## config.mk

```make
export PLATFORM = sky130hd
export DESIGN_NAME = boot_strap_latch
export DESIGN_NICKNAME = d
export VERILOG_FILES = /design/src/common/strap_pkg.sv /design/src/logic/strap_sync.sv /design/src/logic/strap_decode.sv /design/src/logic/boot_strap_latch.sv
export SDC_FILE = /design/constraint.sdc
export NUM_CORES = 1
export LEC_CHECK = 0
export BUFFER_PORTS_ARGS = -buffer_cell sky130_fd_sc_hd__buf_2
export CORE_MARGIN = 2
export CORE_UTILIZATION = 48
export DETAILED_ROUTE_END_ITERATION = 10
export PLACE_DENSITY = 0.86
export REMOVE_ABC_BUFFERS = 1
export SLEW_MARGIN = 30
export SYNTH_ARGS = -nofsm -noshare
export SYNTH_HDL_FRONTEND = slang
export SYNTH_SLANG_ARGS = --single-unit
export TNS_END_PERCENT = 20
```

## constraint.sdc

```tcl
create_clock -name sys_clk_i -period 2.1 [get_ports sys_clk_i]
set_input_delay 0.21 -clock sys_clk_i [delete_from_list [all_inputs] [get_ports sys_clk_i]]
set_output_delay 0.21 -clock sys_clk_i [all_outputs]
set_load 0.02 [all_outputs]
```

## src/common/strap_pkg.sv

```systemverilog
// Shared constants and types for the boot strap sampler.
// Assumes a single 50 MHz system clock and an asynchronous active-high reset.
package strap_pkg;

  // Strap positions within the five-bit status word
  localparam int STRAP_COUNT = 5;
  localparam int IDX_TDI = 0;   // test_data_in_strap, regulator voltage
  localparam int IDX_PIN0 = 1;  // boot_select_pin_zero
  localparam int IDX_PIN2 = 2;  // boot_select_pin_two
  localparam int IDX_TDO = 3;   // test_data_out_strap, boot log and sdio input edge
  localparam int IDX_PIN5 = 4;  // sdio_edge_strap_pin, sdio output edge

  // Default weak pulls during the sampling window
  localparam logic [STRAP_COUNT-1:0] PULL_UP_MASK = 5'h1a;
  localparam logic [STRAP_COUNT-1:0] PULL_DOWN_MASK = 5'h05;

  // Synchroniser depth and the settle time that follows reset release
  localparam int SYNC_STAGES = 2;
  localparam int CTRL_COUNT = 3;
  localparam int CTRL_CHIP_EN = 0;
  localparam int CTRL_WDT = 1;
  localparam int CTRL_BROWNOUT = 2;
  localparam logic [1:0] SETTLE_LAST = 2'(SYNC_STAGES);
  localparam logic [1:0] SETTLE_ZERO = 2'h0;
  localparam logic [1:0] SETTLE_STEP = 2'h1;

  // Sdio edge code bits: one means rising edge
  localparam int SDIO_IN_BIT = 1;
  localparam int SDIO_OUT_BIT = 0;

  // Idle level of the serial transmit line
  localparam logic TX_IDLE = 1'b1;

  typedef enum logic [1:0] {
    ST_HOLD = 2'b00,
    ST_SETTLE = 2'b01,
    ST_RUN = 2'b10
  } phase_t;

endpackage

```

## src/logic/strap_sync.sv

```systemverilog
// Multi-bit two-flop synchroniser for pin and reset-source levels.
// Assumes each bit is an independent level; no bus coherence is implied.
`timescale 1ns/1ps
module strap_sync import strap_pkg::*; #(
  parameter int WIDTH = 1
) (
  input wire logic sys_clk_i,
  input wire logic rst_i,
  input wire logic [WIDTH-1:0] async_i,
  output logic [WIDTH-1:0] sync_o
);

  logic [WIDTH-1:0] meta;

  // First stage feeds only the second stage
  always_ff @(posedge sys_clk_i or posedge rst_i) begin
    if (rst_i) begin
      meta <= '0;
      sync_o <= '0;
    end else begin
      meta <= async_i;
      sync_o <= meta;
    end
  end

endmodule

```

## src/logic/strap_decode.sv

```systemverilog
// Turns the five strap bits plus firmware overrides into boot settings.
// Purely combinational; the caller registers the results.
`timescale 1ns/1ps
module strap_decode import strap_pkg::*; (
  input wire logic [STRAP_COUNT-1:0] strap_i,
  input wire logic ldo_override_en_i,
  input wire logic ldo_override_1v8_i,
  input wire logic sdio_override_en_i,
  input wire logic [1:0] sdio_override_code_i,
  output logic ldo_1v8_o,
  output logic boot_from_flash_o,
  output logic download_boot_o,
  output logic boot_mode_invalid_o,
  output logic boot_log_en_o,
  output logic sdio_in_rising_o,
  output logic sdio_out_rising_o
);

  logic [1:0] sdio_code;

  // Firmware override wins over the strapped values once set
  always_comb begin
    ldo_1v8_o = ldo_override_en_i ? ldo_override_1v8_i : strap_i[IDX_TDI];
    sdio_code = sdio_override_en_i ? sdio_override_code_i
                                   : {strap_i[IDX_TDO], strap_i[IDX_PIN5]};
    sdio_in_rising_o = sdio_code[SDIO_IN_BIT];
    sdio_out_rising_o = sdio_code[SDIO_OUT_BIT];
  end

  // Pin two only matters when pin zero is low
  always_comb begin
    boot_from_flash_o = strap_i[IDX_PIN0];
    download_boot_o = !strap_i[IDX_PIN0] && !strap_i[IDX_PIN2];
    // Zero with pin two high selects no documented mode
    boot_mode_invalid_o = !strap_i[IDX_PIN0] && strap_i[IDX_PIN2];
    boot_log_en_o = strap_i[IDX_TDO];
  end

endmodule

```

## src/logic/boot_strap_latch.sv

```systemverilog
// Boot strap sampler: pulls, samples and holds five strap pins, then
// hands the pins to their normal functions and publishes boot settings.
// Assumes pins arrive asynchronously and function logic runs on sys_clk_i.
// Assumes chip enable and the reset sources are levels held for at least one cycle;
// a shorter pulse may be lost in the synchronisers.
// Assumes the pads apply the pull enables; no strap pin is driven before hand-over.
`timescale 1ns/1ps
module boot_strap_latch import strap_pkg::*; (
  input wire logic sys_clk_i,
  input wire logic rst_i,
  input wire logic chip_en_i,
  input wire logic wdt_reset_i,
  input wire logic brownout_reset_i,
  input wire logic test_data_in_strap_i,
  input wire logic boot_select_pin_zero_i,
  input wire logic boot_select_pin_two_i,
  input wire logic test_data_out_strap_i,
  input wire logic sdio_edge_strap_pin_i,
  output logic [STRAP_COUNT-1:0] strap_pin_out_o,
  output logic [STRAP_COUNT-1:0] strap_pin_oe_o,
  output logic [STRAP_COUNT-1:0] pull_up_en_o,
  output logic [STRAP_COUNT-1:0] pull_down_en_o,
  input wire logic [STRAP_COUNT-1:0] func_out_i,
  input wire logic [STRAP_COUNT-1:0] func_oe_i,
  output logic [STRAP_COUNT-1:0] func_in_o,
  input wire logic uart_tx_i,
  input wire logic boot_done_i,
  output logic first_serial_transmit_o,
  input wire logic ldo_override_en_i,
  input wire logic ldo_override_1v8_i,
  input wire logic sdio_override_en_i,
  input wire logic [1:0] sdio_override_code_i,
  output logic [STRAP_COUNT-1:0] strap_status_o,
  output logic strap_valid_o,
  output logic ldo_1v8_o,
  output logic boot_from_flash_o,
  output logic download_boot_o,
  output logic boot_mode_invalid_o,
  output logic boot_log_en_o,
  output logic sdio_in_rising_o,
  output logic sdio_out_rising_o,
  output logic chip_active_o
);

  // All state in one record; next_s is its combinational copy
  typedef struct packed {
    phase_t phase;
    logic [1:0] settle;
    logic [STRAP_COUNT-1:0] strap;
    logic valid;
    logic [STRAP_COUNT-1:0] pin_out;
    logic [STRAP_COUNT-1:0] pin_oe;
    logic [STRAP_COUNT-1:0] pull_up;
    logic [STRAP_COUNT-1:0] pull_down;
    logic [STRAP_COUNT-1:0] func_in;
    logic tx;
    logic ldo_1v8;
    logic boot_flash;
    logic boot_dl;
    logic boot_bad;
    logic log_en;
    logic sdio_in_r;
    logic sdio_out_r;
  } state_t;

  state_t s;
  state_t next_s;

  // Pin and control levels before and after the two-flop stage
  logic [STRAP_COUNT-1:0] pins_raw;
  logic [STRAP_COUNT-1:0] pins_sync;
  logic [CTRL_COUNT-1:0] ctrl_raw;
  logic [CTRL_COUNT-1:0] ctrl_sync;
  logic rearm;

  // Decoded settings, registered below so no setting output is combinational
  logic dec_ldo_1v8;
  logic dec_boot_flash;
  logic dec_boot_dl;
  logic dec_boot_bad;
  logic dec_log_en;
  logic dec_sdio_in_r;
  logic dec_sdio_out_r;

  // Phase test shared by the pin hand-over, the serial gate and the chip-active output
  function automatic logic in_run(input phase_t phase);
    return phase == ST_RUN;
  endfunction

  // Settling ends once the synchroniser has filled with the released levels
  function automatic logic settle_done(input logic [1:0] count);
    return count == SETTLE_LAST;
  endfunction

  // Boot log reaches the line when strapped on, or freely once boot is over
  function automatic logic log_open(input logic strap_tdo, input logic done);
    return strap_tdo || done;
  endfunction

  // Gather the five strap pins in status-word order
  always_comb begin
    pins_raw[IDX_TDI] = test_data_in_strap_i;
    pins_raw[IDX_PIN0] = boot_select_pin_zero_i;
    pins_raw[IDX_PIN2] = boot_select_pin_two_i;
    pins_raw[IDX_TDO] = test_data_out_strap_i;
    pins_raw[IDX_PIN5] = sdio_edge_strap_pin_i;
  end

  // Reset sources and chip enable come from other domains
  always_comb begin
    ctrl_raw[CTRL_CHIP_EN] = chip_en_i;
    ctrl_raw[CTRL_WDT] = wdt_reset_i;
    ctrl_raw[CTRL_BROWNOUT] = brownout_reset_i;
  end

  // Pins pass two flops before any logic reads them
  strap_sync #(
    .WIDTH(STRAP_COUNT)
  ) u_pin_sync (
    .sys_clk_i(sys_clk_i),
    .rst_i(rst_i),
    .async_i(pins_raw),
    .sync_o(pins_sync)
  );

  // Reset sources likewise; a pulse shorter than a cycle may be missed
  strap_sync #(
    .WIDTH(CTRL_COUNT)
  ) u_ctrl_sync (
    .sys_clk_i(sys_clk_i),
    .rst_i(rst_i),
    .async_i(ctrl_raw),
    .sync_o(ctrl_sync)
  );

  // Decoding works on the held straps, never on live pins
  strap_decode u_decode (
    .strap_i(s.strap),
    .ldo_override_en_i(ldo_override_en_i),
    .ldo_override_1v8_i(ldo_override_1v8_i),
    .sdio_override_en_i(sdio_override_en_i),
    .sdio_override_code_i(sdio_override_code_i),
    .ldo_1v8_o(dec_ldo_1v8),
    .boot_from_flash_o(dec_boot_flash),
    .download_boot_o(dec_boot_dl),
    .boot_mode_invalid_o(dec_boot_bad),
    .boot_log_en_o(dec_log_en),
    .sdio_in_rising_o(dec_sdio_in_r),
    .sdio_out_rising_o(dec_sdio_out_r)
  );

  // Watchdog, brownout or a low chip enable all reopen sampling
  always_comb begin
    rearm = !ctrl_sync[CTRL_CHIP_EN] || ctrl_sync[CTRL_WDT]
            || ctrl_sync[CTRL_BROWNOUT];
  end

  // Phase sequencing, latch capture and pin handover
  always_comb begin
    // Everything not named below keeps its value
    next_s = s;
    unique case (s.phase)
      ST_HOLD: begin
        // Transparent while reset stands
        next_s.strap = pins_sync;
        next_s.valid = 1'b0;
        next_s.settle = SETTLE_ZERO;
        // Leave only once every reset source has cleared
        if (!rearm) begin
          next_s.phase = ST_SETTLE;
        end
      end
      ST_SETTLE: begin
        // Wait out the synchroniser so captured levels are the released ones
        next_s.strap = pins_sync;
        if (rearm) begin
          next_s.phase = ST_HOLD;
        end else if (settle_done(s.settle)) begin
          next_s.phase = ST_RUN;
          next_s.valid = 1'b1;
        end else begin
          next_s.settle = s.settle + SETTLE_STEP;
        end
      end
      ST_RUN: begin
        // Straps frozen; only a new reset or power-down reopens them
        if (rearm) begin
          next_s.phase = ST_HOLD;
          next_s.valid = 1'b0;
        end
      end
      default: begin
        next_s.phase = ST_HOLD;
      end
    endcase

    // Pulls on and drivers off until the pins are handed over
    if (in_run(next_s.phase)) begin
      next_s.pull_up = '0;
      next_s.pull_down = '0;
      next_s.pin_out = func_out_i;
      next_s.pin_oe = func_oe_i;
      next_s.func_in = pins_sync;
    end else begin
      next_s.pull_up = PULL_UP_MASK;
      next_s.pull_down = PULL_DOWN_MASK;
      next_s.pin_out = '0;
      next_s.pin_oe = '0;
      next_s.func_in = '0;
    end

    // Boot log gate: held idle while silenced and boot is still running
    if (in_run(s.phase) && log_open(s.strap[IDX_TDO], boot_done_i)) begin
      next_s.tx = uart_tx_i;
    end else begin
      next_s.tx = TX_IDLE;
    end

    // Register decoded settings so every data output leaves a flop
    next_s.ldo_1v8 = dec_ldo_1v8;
    next_s.boot_flash = dec_boot_flash;
    next_s.boot_dl = dec_boot_dl;
    next_s.boot_bad = dec_boot_bad;
    next_s.log_en = dec_log_en;
    next_s.sdio_in_r = dec_sdio_in_r;
    next_s.sdio_out_r = dec_sdio_out_r;
  end

  // Reset parks the drivers with default pulls on and clears the captured straps to zero
  always_ff @(posedge sys_clk_i or posedge rst_i) begin
    if (rst_i) begin
      // Sampling closed, nothing captured yet
      s.phase <= ST_HOLD;
      s.settle <= SETTLE_ZERO;
      s.strap <= '0;
      s.valid <= 1'b0;
      // Drivers parked and default pulls on
      s.pin_out <= '0;
      s.pin_oe <= '0;
      s.pull_up <= PULL_UP_MASK;
      s.pull_down <= PULL_DOWN_MASK;
      s.func_in <= '0;
      // Serial line idle, settings cleared
      s.tx <= TX_IDLE;
      s.ldo_1v8 <= 1'b0;
      s.boot_flash <= 1'b0;
      s.boot_dl <= 1'b0;
      s.boot_bad <= 1'b0;
      s.log_en <= 1'b0;
      s.sdio_in_r <= 1'b0;
      s.sdio_out_r <= 1'b0;
    end else begin
      s <= next_s;
    end
  end

  // Pin drive and pulls straight from the state register
  always_comb begin
    strap_pin_out_o = s.pin_out;
    strap_pin_oe_o = s.pin_oe;
    pull_up_en_o = s.pull_up;
    pull_down_en_o = s.pull_down;
  end

  // Function side and the gated serial line
  always_comb begin
    func_in_o = s.func_in;
    first_serial_transmit_o = s.tx;
  end

  // Status word and its valid flag
  always_comb begin
    strap_status_o = s.strap;
    strap_valid_o = s.valid;
    chip_active_o = in_run(s.phase);
  end

  // Boot settings, already registered from the decoder
  always_comb begin
    ldo_1v8_o = s.ldo_1v8;
    boot_from_flash_o = s.boot_flash;
    download_boot_o = s.boot_dl;
    boot_mode_invalid_o = s.boot_bad;
    boot_log_en_o = s.log_en;
    sdio_in_rising_o = s.sdio_in_r;
    sdio_out_rising_o = s.sdio_out_r;
  end

endmodule

```

* Yosys cells after proc, flatten, opt, wreduce, memory -nomap -nowiden *
Index checks and enable logic that the tools add are counted.

word-level totals
  logic and storage cells = 60
  output and inout bits = 40
  bits in registers = 59

cells by class
  reductions and logical operators = 14
  add/sub/neg operators = 1
  equal/unequal tests = 8
  muxes and demuxes = 16

operator list
  cell                                                                     count
  25-bit two-way mux                                                       1
  2-bit two-way mux                                                        7
  7-bit one-hot mux with 2 select lines                                    1
  2-bit == test, second input constant                                     3
  2-bit inequality test, second input constant                             3
  2-bit one-hot mux with 3 select lines                                    1
  1-bit two-way mux                                                        5
  4-bit AND reduction                                                      1
  1-bit logical AND                                                        3
  1-bit logical NOT                                                        3
  1-bit logical OR                                                         3
  1-bit one-hot mux with 3 select lines                                    1
  3-bit AND reduction                                                      1
  3-bit nonzero test                                                       1
  2-bit by 1-bit adder with 2-bit output, second input constant            1
  2-bit by 1-bit == test with 1-bit output, second input constant          1
  2-bit logical NOT                                                        1
  2-bit by 1-bit inequality test with 1-bit output, second input constant  1
  2-bit nonzero test                                                       1

* Depth between registers and ports, before layout *
  word-level depth = 7
  depth in mapped cells = 6
  gate-level depth less buffers = 5

* Modules after synthesis *
A second synthesis with hierarchy kept.

second synthesis, totals
  cell total of the unflattened synthesis = 135
  area, all modules = 1876.8 sq um

modules (own cells, without submodules)
  module                     cells each  sequential area each (sq um)  instances  area each (sq um)
  boot_strap_latch           110         853.3                         1          1410.1
  strap_sync at u_pin_sync   11          250.2                         1          254.0
  strap_sync at u_ctrl_sync  7           150.1                         1          153.9
  strap_decode               7           0.0                           1          58.8

* Least setup slack after synthesis *
No wires, ideal clock.

  path type = reg2reg
  from = register s[40] (netlist bit)
  to = register s[39] (netlist bit)
  path buffers = 0
  period minus slack after synthesis = 1736 ps
  stages on the path, launching flop included = 5
  arrival = 1653 ps
  slack = 364 ps
  cells stage by stage = dfrtp_1 > ha_1 > or4b_4 > or4b_1 > o21ai_0

between the ends
  word-level cells in the longest chain between the ends = 3

ends and longest elaborated chain
  item                             RTL line                 source
  start, declared                  boot_strap_latch.sv:66   state_t s;
  start signal, assigned           boot_strap_latch.sv:253  s <= next_s;
  2-bit == test                    boot_strap_latch.sv:92   return count == SETTLE_LAST;
  2-bit inequality test (no line)  n/a
  3-bit AND reduction (no line)    n/a

No other way between the ends.
A chain may end at the register's enable or synchronous reset.

* Final worst setup path *
  from = register s[39] (netlist bit)
  to = register s[39] (netlist bit)

between the ends
  word-level cells in the longest chain between the ends = 4
  elaborated cells between the ends (all ways) = 7
  classes of those cells = add/sub (1); eq/ne (2); mux (3); reduce/logical (1)

ends and longest elaborated chain
  item                                    RTL line                 source
  2-bit by 1-bit adder with 2-bit output  boot_strap_latch.sv:182  next_s.settle = s.settle + SETTLE_STEP;
  2-bit two-way mux                       boot_strap_latch.sv:178  end else if (settle_done(s.settle)) begin
  2-bit two-way mux                       boot_strap_latch.sv:176  if (rearm) begin
  7-bit one-hot mux with 2 select lines   boot_strap_latch.sv:162  unique case (s.phase)

Several ways; a longest one is shown, not always the timed one. The select of a mux whose other input is x is not followed.

==> results.yml <==
critical_path:
  crit_type: "register to register"
  worstPathArrival_ns: 2.08
  r2r_start: "s[39]"
  end_kind: "register"
  r2r-end: "s[39]"
  required_ns: 2.31
  reg2reg_depth: 5
  cp_max_fo: 4
  r2r_slack_ns: 0.23
  cp-start-kind: "register"
sta:
  rsz0062_at_grt: "false"
  hold_viol_final: 0
  period_needed_ns: 1.87
  period_share: 0.890
  timing.final.ws_setup_ns: 0.230
  setup_violations: 0
  relSlewSlack: 0.609
  max_freq_mhz: 535
  tightest_slew_ns: 0.587
  setup-tns-final_ns: 0
  fin_worst_skew_ns: 0.00370
  maxSlewViolCount: 0
pwr:
  power_density_mw_per_mm2: 772
  swShare: 0.217
  p_leak_nw: 1.13
  power_switching_uw: 362
  clockPowerShare: 0.333
  vdd_drop_max_mv: 0.585
  power_frac_seq: 0.604
  comb_power_share: 0.063
  cellInternalPower_mw: 1.30
grt:
  antenna_found_initial: 0
  grt_pass1_vias: 969
  grt_max_degree: 51
  grt_usage: 0.139
  grt-ovfl-total: 0
  grt_pass1_wl_microns: 4310
die:
  pin_count: 67
  die_h_microns: 65.8
  initial_core_util: 0.501
  rows: 22
  die-area_sq_mm: 0.00433
  coreArea_sq_mm: 0.00366
  fp.dieW_microns: 65.8
synthesis:
  synth_seq_cells: 50
  ys_async_sr_fraction: 1.00
  synth_fa_ha_area_frac: 0.00682
  muxShareOfSynthArea: 0.0491
  ys_warn_count: 0
  yosysUniqueCellTypes: 23
  synth-xor-area-share: 0
  synth_seq_area_share: 0.683
  syn_inst: 131
  synth_top_family_by_area: "buffers and inverters"
  synth_compound_gate_area_share: 0.0191
  synth_simple_gate_area_frac: 0.102
  synth_edf_count: 0
  synthFlopType: "dfrtp_1"
  syn_avg_cell_area_sq_um: 14.0
  synthesis.area_sq_mm: 0.00183
place:
  hpwl_microns: 1870
  pre_cts_ws_ns: 0.235
  dpl.cell_count: 215
  place_area_sq_mm: 0.00200
  portBuffers: 61
  place_congestion: 0.662
route:
  wl_per_cell_microns: 11.8
  wl_microns: 2700
  vias_per_cell: 4.43
  dr.pass1.iters: 4
  vias: 1015
  antenna_left: 0
  drc_errors: 0
  drt-initial-drc-count: 16
hold_path:
  whs_path_depth: 1
  min_path_type: "input pin to register"
  hold_end: "u_pin_sync.meta[3]"
  worstHoldStart: "test_data_out_strap_i"
clock_network:
  root_buffer: "clkbuf_8"
  htree_num_levels: 2
  post_cts.repair.setup_buffers: 0
  clk_latency_ns: 0.29
  path_clk_slew_ns: 0.08
  cts_tree: "yes"
  cts.sinks: 50
  numCtsBuffers: 5
  cts.path.max_buffers: 2
final_layout:
  multi_input_area_sq_um: 344
  antenna_cells: 0
  mostFrequentLayoutCell: "buf_2"
  final_cells: 229
  areaGrowthSynthToFinish_pct: 17.5
  nets: 208
  n_fill_cell: 300
  drive_gt1_frac: 0.470
  fin_util: 0.589
  layout_common_cells: "buf_2, dfrtp_1, and2_1"
  final_area_sq_mm: 0.00216
  seqCellArea_sq_mm: 0.00125
status:
  status: "complete, no violations"
job:
  max_cap_violations: 0
## power groups by stage
stage | combinational, mW | sequential, mW | clock, mW
final | 0.105 | 1.00 | 0.555
after CTS | 0.0997 | 1.01 | 0.580
after floorplan | 0.0368 | 1.04 | 0
after global routing | 0.116 | 1.01 | 0.621
after global placement | 0.0960 | 1.02 | 0
after detailed placement | 0.0981 | 1.02 | 0
## cell families (layout without fill, tap and decap cells)
kind of cell	after synthesis	after routing
AOI/OAI and AO/OA	6	6
muxes	8	8
and+or+nand+nor	29	29
adders and majority gates	1	1
other	1	5
buffers and inverters	36	82
DFF	50	50
## state kept, by name, summed over array words and instances, names as in the netlist
| name | flops |
|---|---|
| download_boot_o | 1 |
| s | 4 |
| pull_down_en_o | 1 |
| func_in_o | 5 |
| boot_from_flash_o | 1 |
| strap_pin_out_o | 5 |
| strap_status_o | 5 |
| sdio_in_rising_o | 1 |
| u_pin_sync.meta | 5 |
| u_pin_sync.sync_o | 5 |
| strap_valid_o | 1 |
| strap_pin_oe_o | 5 |
| ldo_1v8_o | 1 |
| boot_log_en_o | 1 |
| u_ctrl_sync.meta | 3 |
| u_ctrl_sync.sync_o | 3 |
| boot_mode_invalid_o | 1 |
| sdio_out_rising_o | 1 |
| first_serial_transmit_o | 1 |
## timing repair
item | 4_1_cts | 5_1_grt
resized for setup | 0 | 0
hold buffers | 1 | 5
hold endpoints to repair | 1 | 5
endpoints found under the setup margin | 0 | 0
## cells in the mapped netlist, types with 2 or more instances
cell type	number	area (sq um)
a21oi_1	3	15.0
and2_1	15	93.8
buf_4	31	233
dfrtp_1	48	1200
dfstp_2	2	52.6
inv_1	4	15.0
mux2_2	8	90.1
nand2_1	2	7.51
nand3_1	2	10.0
nor2_1	2	7.51
or4b_1	2	20.0
## through the flow
| step | hold slack [ns] | power, mW |
|---|---|---|
| 2_1_floorplan | 0.241 | 1.08 |
| 3_3_place_gp | 0.318 | 1.12 |
| 3_5_place_dp | 0.320 | 1.12 |
| 4_1_cts | 0.000199 | 1.68 |
| 5_1_grt | 0.00134 | 1.75 |
| 6_report | 0.0178 | 1.66 |
## cell type report
type	count	share of cell area
Clock buffer	6	0.0383
Clock inverter	2	0.00580
Inverter	4	0.00696
Multi-Input combinational cell	49	0.160
Sequential cell	50	0.582
Tap cell	48	0.0279
Timing Repair Buffer	70	0.180
## routing by layer
layer	part of all wire	track usage	routed length [microns]	up-vias
met5	0	0	0	-
met4	0.0056	0.0781	15	0
met1	0.38	0.151	1020	487
met2	0.52	0.223	1400	47
li1	-	-	-	479
met3	0.096	0.0630	260	2
## worst max-delay path, stage by stage, from the launching register on
cell and delay (ns):
dfrtp_1 0.36, inv_1 0.05, ha_1 0.23, or4b_4 0.54, or4b_1 0.51, o21ai_0 0.10
## how the worst max path moves through the flow
stage	start	cells past startpoint	end	slack [ns]
4_1_cts	s[39]	5	s[39]	0.22
5_1_grt	s[39]	5	s[39]	0.13
3_5_place_dp	s[39]	5	s[39]	0.23
2_1_floorplan	s[40]	4	s[39]	0.36
3_3_place_gp	s[39]	5	s[39]	0.32
6_report	s[39]	5	s[39]	0.23
(Power assumes the default switching activity.)
